==> src/logic/smcb_consts.vh <==
/*
  Constants for the mode, bias and wake sequencer.
  Assumes a 10 MHz system clock and a classic Wishbone register bus.
*/
// Contract
// - Reset mode holds controller reset low, transceiver off, bus grounded.
// - Reset mode watches for wake pattern, then biases bus to 2.5 V.
// - Power-on or external pull on controller reset enters reset mode.
// - Leaving fail-safe after faults clear goes to reset mode.
// - Fail-safe turns regulator off, holds reset low, transceiver off; code only disables driver and receiver, bias still follows wake.
// - Thermal or regulator overvoltage rising flag enters fail-safe.
// - Fail-safe exits only with temperature, voltage good and wake.
// - Inactivity expiry sets timeout flag and stays in standby.
// - Thermal rising or supply undervoltage puts transceiver off.
// - Off goes autonomous inactive when supply and temperature good.
// - Standby puts transceiver autonomous inactive, bus grounded.
// - Wake or normal without undervoltage leaves autonomous inactive.
// - Bus silence expiry returns autonomous active to inactive.
// - Normal without undervoltage makes transceiver active.
// - Low transmit input when leaving standby blocks the transceiver.
// - Silent disables driver, ignores transmit, receiver works.
// - Dominant only in normal with transmit low, else recessive.
// - Normal and silent receive output follows bus state.
// - Standby receive output high unless a wake persists.
// - Standby entry starts inactivity timer; expiry sets timeout flag.
// - Wake pattern is filtered dominant, recessive, dominant.
// - Standby receive output latches low on wake, fault or power-on.
`ifndef SMCB_CONSTS_VH
`define SMCB_CONSTS_VH
`define SMCB_CLK_PERIOD_NS 100
`define SMCB_CYC(ns) (((ns) + `SMCB_CLK_PERIOD_NS - 1) / `SMCB_CLK_PERIOD_NS)
`define SMCB_T_WK_FILTER_NS 1000
`define SMCB_T_WK_TIMEOUT_NS 1000000
`define SMCB_BUS_SILENCE_TIMER_NS 1000000
`define SMCB_T_INACTIVE_NS 10000000
`define SMCB_T_RESET_HOLD_NS 20000
`define SMCB_CW 24
`define SMCB_RST_GUARD 4'h8
`define SMCB_ADR_MODE 8'h00
`define SMCB_ADR_STATUS 8'h04
`define SMCB_ADR_FLAGS 8'h08
`define SMCB_REQ_STANDBY 2'h0
`define SMCB_REQ_NORMAL 2'h1
`define SMCB_REQ_SILENT 2'h2
`define SMCB_BIAS_FLOAT 2'h0
`define SMCB_BIAS_GND 2'h1
`define SMCB_BIAS_2V5 2'h2
`define SMCB_BIAS_HALF 2'h3
`define SMCB_FLAG_TMO 0
`define SMCB_FLAG_WAKE 1
`endif

==> src/logic/smcb_ctrl.v <==
/*
  Mode sequencer, transceiver bias state machine, wake pattern detector
  and Wishbone register slave of a CAN system-basis chip.
  Assumes comparator flags and pins arrive asynchronously and that the
  controller reset pin is open drain with an outside pull-up.
*/
// Decided for this implementation: register access over Wishbone and the placing of the registers.
`timescale 1ns/1ns
`default_nettype none
`include "smcb_consts.vh"
module smcb_ctrl #(
  parameter [`SMCB_CW-1:0] WK_FILTER_CYC = `SMCB_CYC(`SMCB_T_WK_FILTER_NS),
  parameter [`SMCB_CW-1:0] WK_TIMEOUT_CYC = `SMCB_CYC(`SMCB_T_WK_TIMEOUT_NS),
  parameter [`SMCB_CW-1:0] SILENCE_CYC = `SMCB_CYC(`SMCB_BUS_SILENCE_TIMER_NS),
  parameter [`SMCB_CW-1:0] INACTIVE_CYC = `SMCB_CYC(`SMCB_T_INACTIVE_NS),
  parameter [`SMCB_CW-1:0] RESET_HOLD_CYC = `SMCB_CYC(`SMCB_T_RESET_HOLD_NS)
) (
  input wire I_SYS_CLK,
  input wire I_SYS_RST,
  input wire I_WB_CYC,
  input wire I_WB_STB,
  input wire I_WB_WE,
  input wire [7:0] I_WB_ADR,
  input wire [3:0] I_WB_SEL,
  input wire [31:0] I_WB_DAT,
  output wire [31:0] O_WB_DAT,
  output wire O_WB_ACK,
  input wire I_THERMAL_SHUTDOWN_RISING,
  input wire I_THERMAL_SHUTDOWN_FALLING,
  input wire I_REGULATOR_OVERVOLTAGE_RISING,
  input wire I_REGULATOR_OVERVOLTAGE_FALLING,
  input wire I_SUPPLY_UNDERVOLTAGE_FALLING,
  input wire I_SUPPLY_UNDERVOLTAGE_RISING,
  input wire I_BUS_DOMINANT,
  input wire I_TXD,
  input wire I_CONTROLLER_RESET_IN_N,
  output wire O_CONTROLLER_RESET_OUT_N,
  output wire O_CONTROLLER_RESET_OE,
  output wire O_REGULATOR_EN,
  output wire [1:0] O_BIAS_SEL,
  output wire O_DRIVER_EN,
  output wire O_RECEIVER_EN,
  output wire O_BUS_DOMINANT_DRIVE,
  output wire O_RXD,
  output wire O_INACTIVITY_TIMEOUT_FLAG
);

  localparam [2:0] M_RESET = 3'b000;
  localparam [2:0] M_FAILSAFE = 3'b001;
  localparam [2:0] M_STANDBY = 3'b010;
  localparam [2:0] M_NORMAL = 3'b011;
  localparam [2:0] M_SILENT = 3'b100;
  localparam [1:0] X_OFF = 2'b00;
  localparam [1:0] X_INACT = 2'b01;
  localparam [1:0] X_ACT = 2'b10;
  localparam [1:0] X_ACTIVE = 2'b11;
  localparam [1:0] W_IDLE = 2'b00;
  localparam [1:0] W_DOM1 = 2'b01;
  localparam [1:0] W_REC = 2'b10;

  function [`SMCB_CW-1:0] sat_inc;
    input [`SMCB_CW-1:0] v;
    input [`SMCB_CW-1:0] lim;
    begin
      sat_inc = (v >= lim) ? lim : v + 1'b1;
    end
  endfunction

  function [`SMCB_CW-1:0] sat_dec;
    input [`SMCB_CW-1:0] v;
    begin
      sat_dec = (v == {`SMCB_CW{1'b0}}) ? v : v - 1'b1;
    end
  endfunction

  // Only the second stage is ever read by logic.
  reg [8:0] meta_reg;
  reg [8:0] sync_reg;
  always @(posedge I_SYS_CLK) begin
    meta_reg <= {I_CONTROLLER_RESET_IN_N, I_TXD, I_BUS_DOMINANT,
      I_SUPPLY_UNDERVOLTAGE_RISING, I_SUPPLY_UNDERVOLTAGE_FALLING,
      I_REGULATOR_OVERVOLTAGE_FALLING, I_REGULATOR_OVERVOLTAGE_RISING,
      I_THERMAL_SHUTDOWN_FALLING, I_THERMAL_SHUTDOWN_RISING};
    sync_reg <= meta_reg;
  end

  wire tsd_rise = sync_reg[0];
  wire temp_ok = sync_reg[1];
  wire ov_rise = sync_reg[2];
  wire ov_ok = sync_reg[3];
  wire uv_low = sync_reg[4];
  wire sup_ok = sync_reg[5];
  wire bus_dom = sync_reg[6];
  wire txd = sync_reg[7];
  wire rst_pin = sync_reg[8];

  reg [2:0] mode_reg;
  reg [2:0] mode_next;
  reg [1:0] xcvr_reg;
  reg [1:0] xcvr_next;
  reg [1:0] wk_reg;
  reg [1:0] wk_next;
  reg [1:0] req_reg;
  reg [`SMCB_CW-1:0] dom_cnt_reg;
  reg [`SMCB_CW-1:0] rec_cnt_reg;
  reg [`SMCB_CW-1:0] wk_tmo_reg;
  reg [`SMCB_CW-1:0] sil_cnt_reg;
  reg [`SMCB_CW-1:0] inact_cnt_reg;
  reg [`SMCB_CW-1:0] hold_cnt_reg;
  reg [3:0] guard_reg;
  reg wake_reg;
  reg wake_latch_reg;
  reg tmo_flag_reg;
  reg blk_reg;
  reg ack_reg;
  reg [31:0] rdat_reg;
  reg rst_oe_reg;
  reg reg_en_reg;
  reg [1:0] bias_reg;
  reg drv_en_reg;
  reg rcv_en_reg;
  reg dom_drv_reg;
  reg rxd_reg;

  wire run_mode = (mode_reg == M_NORMAL) || (mode_reg == M_SILENT);
  wire sw_mode = run_mode || (mode_reg == M_STANDBY);
  wire filt_dom = (dom_cnt_reg >= WK_FILTER_CYC);
  wire filt_rec = (rec_cnt_reg >= WK_FILTER_CYC);
  wire fs_entry = tsd_rise || ov_rise;
  wire ext_rst = !rst_pin && (guard_reg == 4'h0);
  wire wb_req = I_WB_CYC && I_WB_STB && !ack_reg;
  // A write lands on the edge at which the master sees ack high.
  wire wb_wr = I_WB_CYC && I_WB_STB && ack_reg && I_WB_WE && I_WB_SEL[0];
  wire wk_enable = !run_mode;

  // Consecutive-cycle counters feeding the wake filters.
  always @(posedge I_SYS_CLK) begin
    if (I_SYS_RST) begin
      dom_cnt_reg <= {`SMCB_CW{1'b0}};
      rec_cnt_reg <= {`SMCB_CW{1'b0}};
    end else begin
      dom_cnt_reg <= bus_dom ? sat_inc(dom_cnt_reg, WK_FILTER_CYC)
                             : {`SMCB_CW{1'b0}};
      rec_cnt_reg <= bus_dom ? {`SMCB_CW{1'b0}}
                             : sat_inc(rec_cnt_reg, WK_FILTER_CYC);
    end
  end

  // Other traffic between the phases does not restart the pattern.
  always @* begin
    wk_next = wk_reg;
    case (wk_reg)
      W_IDLE: begin
        if (filt_dom) begin
          wk_next = W_DOM1;
        end
      end
      W_DOM1: begin
        if (wk_tmo_reg == {`SMCB_CW{1'b0}}) begin
          wk_next = W_IDLE;
        end else if (filt_rec) begin
          wk_next = W_REC;
        end
      end
      W_REC: begin
        if (wk_tmo_reg == {`SMCB_CW{1'b0}}) begin
          wk_next = W_IDLE;
        end else if (filt_dom) begin
          wk_next = W_IDLE;
        end
      end
      default: begin
        wk_next = W_IDLE;
      end
    endcase
    if (!wk_enable) begin
      wk_next = W_IDLE;
    end
  end

  always @(posedge I_SYS_CLK) begin
    if (I_SYS_RST) begin
      wk_reg <= W_IDLE;
      wk_tmo_reg <= {`SMCB_CW{1'b0}};
      wake_reg <= 1'b0;
    end else begin
      wk_reg <= wk_next;
      wake_reg <= wk_enable && (wk_reg == W_REC) && (wk_next == W_IDLE)
                  && (wk_tmo_reg != {`SMCB_CW{1'b0}});
      if (wk_reg == W_IDLE) begin
        wk_tmo_reg <= WK_TIMEOUT_CYC;
      end else begin
        wk_tmo_reg <= sat_dec(wk_tmo_reg);
      end
    end
  end

  always @* begin
    mode_next = mode_reg;
    case (mode_reg)
      M_RESET: begin
        if (hold_cnt_reg == {`SMCB_CW{1'b0}}) begin
          mode_next = M_STANDBY;
        end
      end
      M_FAILSAFE: begin
        if (temp_ok && ov_ok && wake_reg) begin
          mode_next = M_RESET;
        end
      end
      default: begin
        if (ext_rst) begin
          mode_next = M_RESET;
        end else if (req_reg == `SMCB_REQ_NORMAL) begin
          mode_next = M_NORMAL;
        end else if (req_reg == `SMCB_REQ_SILENT) begin
          mode_next = M_SILENT;
        end else begin
          mode_next = M_STANDBY;
        end
      end
    endcase
    if (fs_entry) begin
      mode_next = M_FAILSAFE;
    end
  end

  always @(posedge I_SYS_CLK) begin
    if (I_SYS_RST) begin
      mode_reg <= M_RESET;
      hold_cnt_reg <= RESET_HOLD_CYC;
      guard_reg <= `SMCB_RST_GUARD;
    end else begin
      mode_reg <= mode_next;
      if (mode_next == M_RESET && mode_reg != M_RESET) begin
        hold_cnt_reg <= RESET_HOLD_CYC;
      end else begin
        hold_cnt_reg <= sat_dec(hold_cnt_reg);
      end
      // The pin needs time to rise after release, so its low level is
      // ignored for a short guard before it can count as an outside pull.
      if (!sw_mode) begin
        guard_reg <= `SMCB_RST_GUARD;
      end else if (guard_reg != 4'h0) begin
        guard_reg <= guard_reg - 4'h1;
      end
    end
  end

  // Inactivity timer; flag is write-one-to-clear and a set wins.
  always @(posedge I_SYS_CLK) begin
    if (I_SYS_RST) begin
      inact_cnt_reg <= {`SMCB_CW{1'b0}};
      tmo_flag_reg <= 1'b0;
    end else begin
      if (mode_next == M_STANDBY && mode_reg != M_STANDBY) begin
        inact_cnt_reg <= INACTIVE_CYC;
      end else if (mode_reg == M_STANDBY) begin
        inact_cnt_reg <= sat_dec(inact_cnt_reg);
      end
      if (mode_reg == M_STANDBY &&
          inact_cnt_reg == {{(`SMCB_CW-1){1'b0}}, 1'b1}) begin
        tmo_flag_reg <= 1'b1;
      end else if (wb_wr && I_WB_ADR == `SMCB_ADR_FLAGS &&
                   I_WB_DAT[`SMCB_FLAG_TMO]) begin
        tmo_flag_reg <= 1'b0;
      end
    end
  end

  always @* begin
    xcvr_next = xcvr_reg;
    case (xcvr_reg)
      X_OFF: begin
        if (sup_ok && temp_ok) begin
          xcvr_next = X_INACT;
        end
      end
      X_INACT: begin
        if (run_mode && !uv_low) begin
          xcvr_next = X_ACTIVE;
        end else if (wake_reg) begin
          xcvr_next = X_ACT;
        end
      end
      X_ACT: begin
        if (run_mode && !uv_low) begin
          xcvr_next = X_ACTIVE;
        end else if (sil_cnt_reg == {`SMCB_CW{1'b0}}) begin
          xcvr_next = X_INACT;
        end
      end
      default: begin
        if (!run_mode) begin
          xcvr_next = X_INACT;
        end
      end
    endcase
    if (tsd_rise || uv_low) begin
      xcvr_next = X_OFF;
    end
  end

  // Silence timer runs only while autonomously biased; bus activity
  // restarts it because silence means no dominant seen.
  always @(posedge I_SYS_CLK) begin
    if (I_SYS_RST) begin
      xcvr_reg <= X_OFF;
      sil_cnt_reg <= {`SMCB_CW{1'b0}};
    end else begin
      xcvr_reg <= xcvr_next;
      if (xcvr_reg != X_ACT || bus_dom) begin
        sil_cnt_reg <= SILENCE_CYC;
      end else begin
        sil_cnt_reg <= sat_dec(sil_cnt_reg);
      end
    end
  end

  // A transmit input stuck low must not reach the bus after standby.
  always @(posedge I_SYS_CLK) begin
    if (I_SYS_RST) begin
      blk_reg <= 1'b0;
    end else if (mode_reg == M_STANDBY &&
                 (mode_next == M_NORMAL || mode_next == M_SILENT)) begin
      blk_reg <= !txd;
    end else if (!run_mode || txd) begin
      blk_reg <= 1'b0;
    end
  end

  // Power-on counts as a wake, so the latch starts set.
  always @(posedge I_SYS_CLK) begin
    if (I_SYS_RST) begin
      wake_latch_reg <= 1'b1;
    end else if (!run_mode && (wake_reg || fs_entry || uv_low)) begin
      wake_latch_reg <= 1'b1;
    end else if (run_mode) begin
      wake_latch_reg <= 1'b0;
    end
  end

  always @(posedge I_SYS_CLK) begin
    if (I_SYS_RST) begin
      req_reg <= `SMCB_REQ_STANDBY;
    end else if (!sw_mode) begin
      req_reg <= `SMCB_REQ_STANDBY;
    end else if (wb_wr && I_WB_ADR == `SMCB_ADR_MODE &&
                 I_WB_DAT[1:0] != 2'h3) begin
      req_reg <= I_WB_DAT[1:0];
    end
  end

  // Single-wait slave; unmapped reads return zero and writes are dropped.
  always @(posedge I_SYS_CLK) begin
    if (I_SYS_RST) begin
      ack_reg <= 1'b0;
      rdat_reg <= 32'h0000_0000;
    end else begin
      ack_reg <= wb_req;
      if (wb_req) begin
        if (I_WB_ADR == `SMCB_ADR_MODE) begin
          rdat_reg <= {30'h0000_0000, req_reg};
        end else if (I_WB_ADR == `SMCB_ADR_STATUS) begin
          rdat_reg <= {26'h000_0000, blk_reg, xcvr_reg, mode_reg};
        end else if (I_WB_ADR == `SMCB_ADR_FLAGS) begin
          rdat_reg <= {30'h0000_0000, wake_latch_reg, tmo_flag_reg};
        end else begin
          rdat_reg <= 32'h0000_0000;
        end
      end
    end
  end

  always @(posedge I_SYS_CLK) begin
    if (I_SYS_RST) begin
      rst_oe_reg <= 1'b1;
      reg_en_reg <= 1'b1;
      bias_reg <= `SMCB_BIAS_FLOAT;
      drv_en_reg <= 1'b0;
      rcv_en_reg <= 1'b0;
      dom_drv_reg <= 1'b0;
      rxd_reg <= 1'b1;
    end else begin
      rst_oe_reg <= (mode_reg == M_RESET) ||
                    (mode_reg == M_FAILSAFE);
      reg_en_reg <= (mode_reg != M_FAILSAFE);
      case (xcvr_reg)
        X_OFF: bias_reg <= `SMCB_BIAS_FLOAT;
        X_INACT: bias_reg <= `SMCB_BIAS_GND;
        X_ACT: bias_reg <= `SMCB_BIAS_2V5;
        default: bias_reg <= `SMCB_BIAS_HALF;
      endcase
      drv_en_reg <= (xcvr_reg == X_ACTIVE) && (mode_reg == M_NORMAL) &&
                    !blk_reg;
      rcv_en_reg <= (xcvr_reg == X_ACTIVE) && run_mode &&
                    !blk_reg;
      dom_drv_reg <= (xcvr_reg == X_ACTIVE) && (mode_reg == M_NORMAL) &&
                     !blk_reg && !txd;
      if (mode_reg == M_FAILSAFE) begin
        rxd_reg <= 1'b1;
      end else if (run_mode) begin
        rxd_reg <= !(rcv_en_reg && bus_dom);
      end else begin
        rxd_reg <= !wake_latch_reg;
      end
    end
  end

  assign O_WB_DAT = rdat_reg;
  assign O_WB_ACK = ack_reg;
  assign O_CONTROLLER_RESET_OUT_N = 1'b0;
  assign O_CONTROLLER_RESET_OE = rst_oe_reg;
  assign O_REGULATOR_EN = reg_en_reg;
  assign O_BIAS_SEL = bias_reg;
  assign O_DRIVER_EN = drv_en_reg;
  assign O_RECEIVER_EN = rcv_en_reg;
  assign O_BUS_DOMINANT_DRIVE = dom_drv_reg;
  assign O_RXD = rxd_reg;
  assign O_INACTIVITY_TIMEOUT_FLAG = tmo_flag_reg;

endmodule // smcb_ctrl
`default_nettype wire

==> config.mk <==
export PLATFORM = sky130hd
export DESIGN_NAME = smcb_ctrl
export DESIGN_NICKNAME = d
export VERILOG_FILES = /design/src/logic/smcb_ctrl.v
export VERILOG_INCLUDE_DIRS = /design/src /design/src/logic
export SDC_FILE = /design/constraint.sdc
export NUM_CORES = 1
export LEC_CHECK = 0
export BUFFER_PORTS_ARGS = -buffer_cell sky130_fd_sc_hd__buf_2
export CAP_MARGIN = 20
export CORE_MARGIN = 2
export CORE_UTILIZATION = 45
export CTS_BUF_LIST = sky130_fd_sc_hd__clkbuf_8 sky130_fd_sc_hd__clkbuf_16
export DETAILED_ROUTE_END_ITERATION = 16
export GPL_ROUTABILITY_DRIVEN = 0
export HOLD_SLACK_MARGIN = 0.08
export PLACE_DENSITY = 0.76
export SLEW_MARGIN = 10
export SYNTH_ARGS = -nofsm -noshare
export SYNTH_HDL_FRONTEND = slang
export SYNTH_SLANG_ARGS = --single-unit
==> constraint.sdc <==
create_clock -name I_SYS_CLK -period 2.9 [get_ports I_SYS_CLK]
set_input_delay 0.145 -clock I_SYS_CLK [delete_from_list [all_inputs] [get_ports I_SYS_CLK]]
set_output_delay 0.145 -clock I_SYS_CLK [all_outputs]
set_load 0.005 [all_outputs]
## After elaboration in Yosys (flattened, before gate mapping)

Index checks and enable logic that the tools add are counted.

| cells by class | value |
|---|---|
| add/subtract/negate cells | 7 |
| $mul | 0 |
| divide/modulo/power cells | 0 |
| $lt $le $gt $ge | 2 |
| eq/ne operators | 28 |
| shifts and indexed selects | 0 |
| multiplexer cells | 39 |
| bitwise gates (word level) | 3 |
| reductions and logical operators | 78 |

Operators by type and width:

| operator | number |
|---|---|
| $logic_not 24->1 | 4 |
| $sub 24x1->24 const B | 4 |
| $mux 14 | 4 |
| $mux 17 | 3 |
| $add 24x1->24 const B | 2 |
| $ge 24x4->1 const B | 2 |
| $logic_and 1x1->1 | 28 |
| $mux 2 | 13 |
| $eq 24x1->1 const B | 1 |
| $reduce_bool 24->1 | 1 |
| $reduce_or 2->1 | 10 |
| $mux 3 | 6 |
| $pmux 2 s3 | 3 |
| $eq 3x2->1 const B | 4 |
| $mux 6 | 2 |
| $logic_or 1x1->1 | 10 |
| $eq 2x2->1 const B | 4 |
| $eq 8x3->1 const B | 1 |
| $eq 8x4->1 const B | 1 |
| $logic_not 1->1 | 8 |
| $logic_not 8->1 | 1 |
| $mux 4 | 2 |
| $ne 2x2->1 const B | 4 |
| $eq 2x1->1 const B | 3 |
| other kinds (20) | 36 |

| storage, ports and cells | value |
|---|---|
| register bits | 220 |
| latch bits | 0 |
| memory bits (writable) | 0 |
| bits in read-only memories | 0 |
| output and inout bits | 43 |
| word-level logic and storage cells | 188 |
| memories kept | 0 |

## Longest topological paths before layout

| depth | value |
|---|---|
| depth in word-level cells | 10 |
| gate-level depth with buffers | 10 |

## Least setup slack after synthesis

OpenSTA, ideal clock, no wires.

| timing path | value |
|---|---|
| path kind | flip-flop to flip-flop |
| start | reg wk_tmo_reg[0] |
| end | reg wk_tmo_reg[19] |
| arrival | 2220 ps |
| required time | 2785 ps |
| slack | 566 ps |
| cell stages (with the launch flop) | 10 |
| buffers on the path | 2 |
| clock period less this slack | 2334 ps |
| path through | dfxtp_1 inv_1 ha_1 or3b_1 or3_1 buf_2 o31ai_4 buf_4 nor4_1 o21a_1 |

| between the ends | value |
|---|---|
| cells in the longest elaborated chain, start to end | 1 |
| elaborated cells on any way between the ends | 2 |

Ends and longest elaborated chain:

| what | RTL line | source |
|---|---|---|
| from (decl) | smcb_ctrl.v:106 | `` reg [`SMCB_CW-1:0] wk_tmo_reg; `` |
| from (signal assigned) | smcb_ctrl.v:184 | `` wk_tmo_reg <= {`SMCB_CW{1'b0}}; `` |
| from (signal assigned) | smcb_ctrl.v:193 | `wk_tmo_reg <= sat_dec(wk_tmo_reg);` |
| $sub 24x1->24 or $logic_not 24->1 (tied branches) | smcb_ctrl.v:72 | `` sat_dec = (v == {`SMCB_CW{1'b0}}) ? v : v - 1'b1; `` |

Several ways; a longest one is shown, not always the timed one.
A chain may end at the register's enable or synchronous reset.

## Final worst setup path

| timing path | value |
|---|---|
| start | reg sil_cnt_reg[0] |
| end | reg xcvr_reg[0] |

| between the ends | value |
|---|---|
| cells in the longest elaborated chain, start to end | 3 |

Ends and longest elaborated chain:

| what | RTL line | source |
|---|---|---|
| from (decl) | smcb_ctrl.v:107 | `` reg [`SMCB_CW-1:0] sil_cnt_reg; `` |
| from (signal assigned) | smcb_ctrl.v:309 | `` sil_cnt_reg <= {`SMCB_CW{1'b0}}; `` |
| from (signal assigned) | smcb_ctrl.v:315 | `sil_cnt_reg <= sat_dec(sil_cnt_reg);` |
| $logic_not 24->1 | smcb_ctrl.v:289 | `` end else if (sil_cnt_reg == {`SMCB_CW{1'b0}}) begin `` |
| $ne 3x3->1 (no line) | n/a |  |
| $reduce_and 4->1 (no line) | n/a |  |
| to (signal assigned) | smcb_ctrl.v:311 | `xcvr_reg <= xcvr_next;` |
| to (decl) | smcb_ctrl.v:99 | `reg [1:0] xcvr_reg;` |

No other way between the ends.

==> results by group <==
Place
  – Dpl hpwl: about 11000 um
  – Place WS: 0.414 ns
  – PortBufs: 40
  – Area after DPL: 8700 um^2
  – Placed Cells: 1172

Clock network
  – Hold buffers post-CTS: 11
  – CTS Root Buffer Type: clkbuf_16
  – Clock buffer depth: 2
  – CTS H-Tree Depth: 4
  – Setup bufs post-CTS: 0
  – Clock transition at path regs: ~0.07 ns
  – Total CTS buffers: 17
  – Clk sink count: 194
  – Clock Latency Late Sink: between 0.4 and 0.5 ns
  – CTS tree: yes
  – Number of cells upsized or downsized after cts: 0

Cells and area
  – Fill count: 1647
  – Count of non-filler cells in the finished layout: between 1000 and 1500
  – Ant diodes: 0
  – Most frequent cells in the layout: dfxtp_1 (194), nor2_1 (95), conb_1 (67)
  – FF/Latch Area: 3880 um^2
  – Layout cells sized above 1: 0.117
  – Leading cell type in the layout, fill and taps excluded: dfxtp_1
  – Area grow syn2layout: 14.6%
  – Fin util: 0.524
  – Final #Nets: around 1000
  – Final Cell Area: 9380 um^2
  – Area of the multi-input gates: 4130 um^2

Min path
  – WHS Path Cells: 4
  – Min-delay src: I_WB_SEL[0]
  – Hold path endpoint: O_INACTIVITY_TIMEOUT_FLAG
  – Hold Path Class: input port to flip-flop

Critical path
  – Reg2reg start: sil_cnt_reg[0]
  – Critical R2R Capture: xcvr_reg[0]
  – Crit Path Class: flip-flop to flip-flop
  – Flop2flop setup slack: 0.41 ns
  – Kind of start point of the critical path: flip-flop
  – Critical Path Sink Type: flip-flop
  – Arrival time worst endpoint: 2.85 ns
  – Crit path required time: 3.26 ns
  – R2R depth: 7
  – Crit Path Max Fanout: 9

STA
  – Clk_skew: about 0.0066 ns
  – Fin. Hold Viols: 0
  – Period minus WS final: 2.49 ns
  – Fin Hold WS: 0.127 ns
  – Final worst-path cycle share: 0.859
  – RSZ-0062 raised after global routing: no
  – Final setup margin: 0.408 ns
  – Max Fclk: approximately 0.40 GHz
  – Final TNS setup: 0 ns
  – Worst-margin pin slew: 0.743 ns
  – # setup viols final: 0
  – Final Slew Violations: 0
  – Slew margin rel.: 0.500

Floorplanning
  – Die area: 19300 um^2
  – Starting Density: 0.457
  – Cell row count: just under 50
  – CORE AREA: 17900 um^2
  – # IOs: 101
  – Die H: 139 um
  – Die Wd: 139 um

Synthesis
  – Synth async-reset ratio: 0
  – Synthesis-stage register bit count: 194
  – Post-synthesis cell type count: 72
  – Post-synthesis cell area: 8190 um^2
  – Dominant synthesized flop cell: dfxtp_1
  – Synthesis Warnings: 0
  – Cell accounting for the most synthesized area: dfxtp_1
  – Post-Syn Area per Cell: 9.28 um^2
  – Post-synthesis sequential area ratio: 0.474
  – EDFF count, synth: 0
  – Synth area leaders: dfxtp_1 (47%), nor2_1 (4.4%), a21oi_1 (3.2%)
  – Syn Inst Count: 882
  – Top cell type's share of synthesized area: 0.474

Global route
  – Overflow after GRT: 0
  – Vias in the first global route: ~6000
  – First-pass GRT wire length: about 28000 um
  – Largest net degree at the start of global routing: 39
  – Initial antenna violation count: 0
  – Total GRT Usage: 0.171

Drt
  – Met2 wire length: 7490 um
  – Post-Route WL: 16500 um
  – ANT nets after route: 0
  – Met3 wire len: 736 um
  – WL per Instance: roughly 14 um
  – DRC: 0
  – WL met1: 7980 um
  – DR vias: 6606
  – Initial DRC Count: 365
  – Top layer in use: met4
  – Pre-antenna DRT Iters: 7
  – Via/cell ratio: 5.44

Power and ir drop
  – P per Cell Area: 595 nW/um^2
  – Pwr Total: 5.58 mW
  – Pleak: 3.64 nW
  – Peak VDD IR: approximately 0.45 mV

Flow run
  – Max Cap Viol: 0

Run status
  – Status: finished clean
## synth_stat cells, drive strengths merged (22+ instances only)
cell and count:
nand3 23, clkbuf 22, nor2 96, nand2 43, buf 39, o21ai 27
xnor2 23, nor4 37, dfxtp 194, or3 35, nor3 29, or4 28
a21oi 52
## power breakdown
part,switching (mW),internal [mW],total [mW]
clock,1.05,1.21,2.26
combinational,0.280,0.191,0.471
sequential,0.0872,2.76,2.85
total,1.42,4.16,5.58
## worst max-delay path by stage
stage,startpoint,cells past startpoint,to
floorplan,wk_tmo_reg[0],9,wk_tmo_reg[19]
global placement,sil_cnt_reg[0],7,sil_cnt_reg[19]
detailed placement,sil_cnt_reg[0],7,sil_cnt_reg[13]
CTS,sil_cnt_reg[0],7,sil_cnt_reg[13]
global route,sil_cnt_reg[0],7,sil_cnt_reg[9]
finish,sil_cnt_reg[0],7,xcvr_reg[0]
## layer usage
metal  vias up  track usage
li1       3329            -
met1      3105        0.231
met2       153        0.272
met3        19       0.0376
met4         0       0.0627
met5         -            0
## cell type report
type,count,share of cell area
clock inverter,15,0.0159
timing repair buffer,67,0.0459
clock buffer,17,0.0454
sequential,194,0.414
inverter,21,0.00840
multi-input combinational,672,0.440
tap,229,0.0305
## cells by family (layout without fill, tap and decap cells)
family	after synthesis	in the layout	share of synthesized area
AOI/OAI and AO/OA	174	174	0.143
muxes	4	4	0.00489
DFF	194	194	0.474
and+or+nand+nor	366	366	0.252
other	1	67	0.000458
xor gates and xnor gates	44	44	0.0471
buffers and inverters	82	120	0.0527
adders and majority gates	17	17	0.0260
## critical path, cell delays in order (launching register included)
cell      delay [ns]
dfxtp_1         0.33
inv_1           0.09
ha_1            0.18
or3b_1          0.47
or4_1           0.76
nor2_4          0.21
o21ai_1         0.13
a211oi_1        0.24
Note: power is estimated with default switching activity, not from simulation.
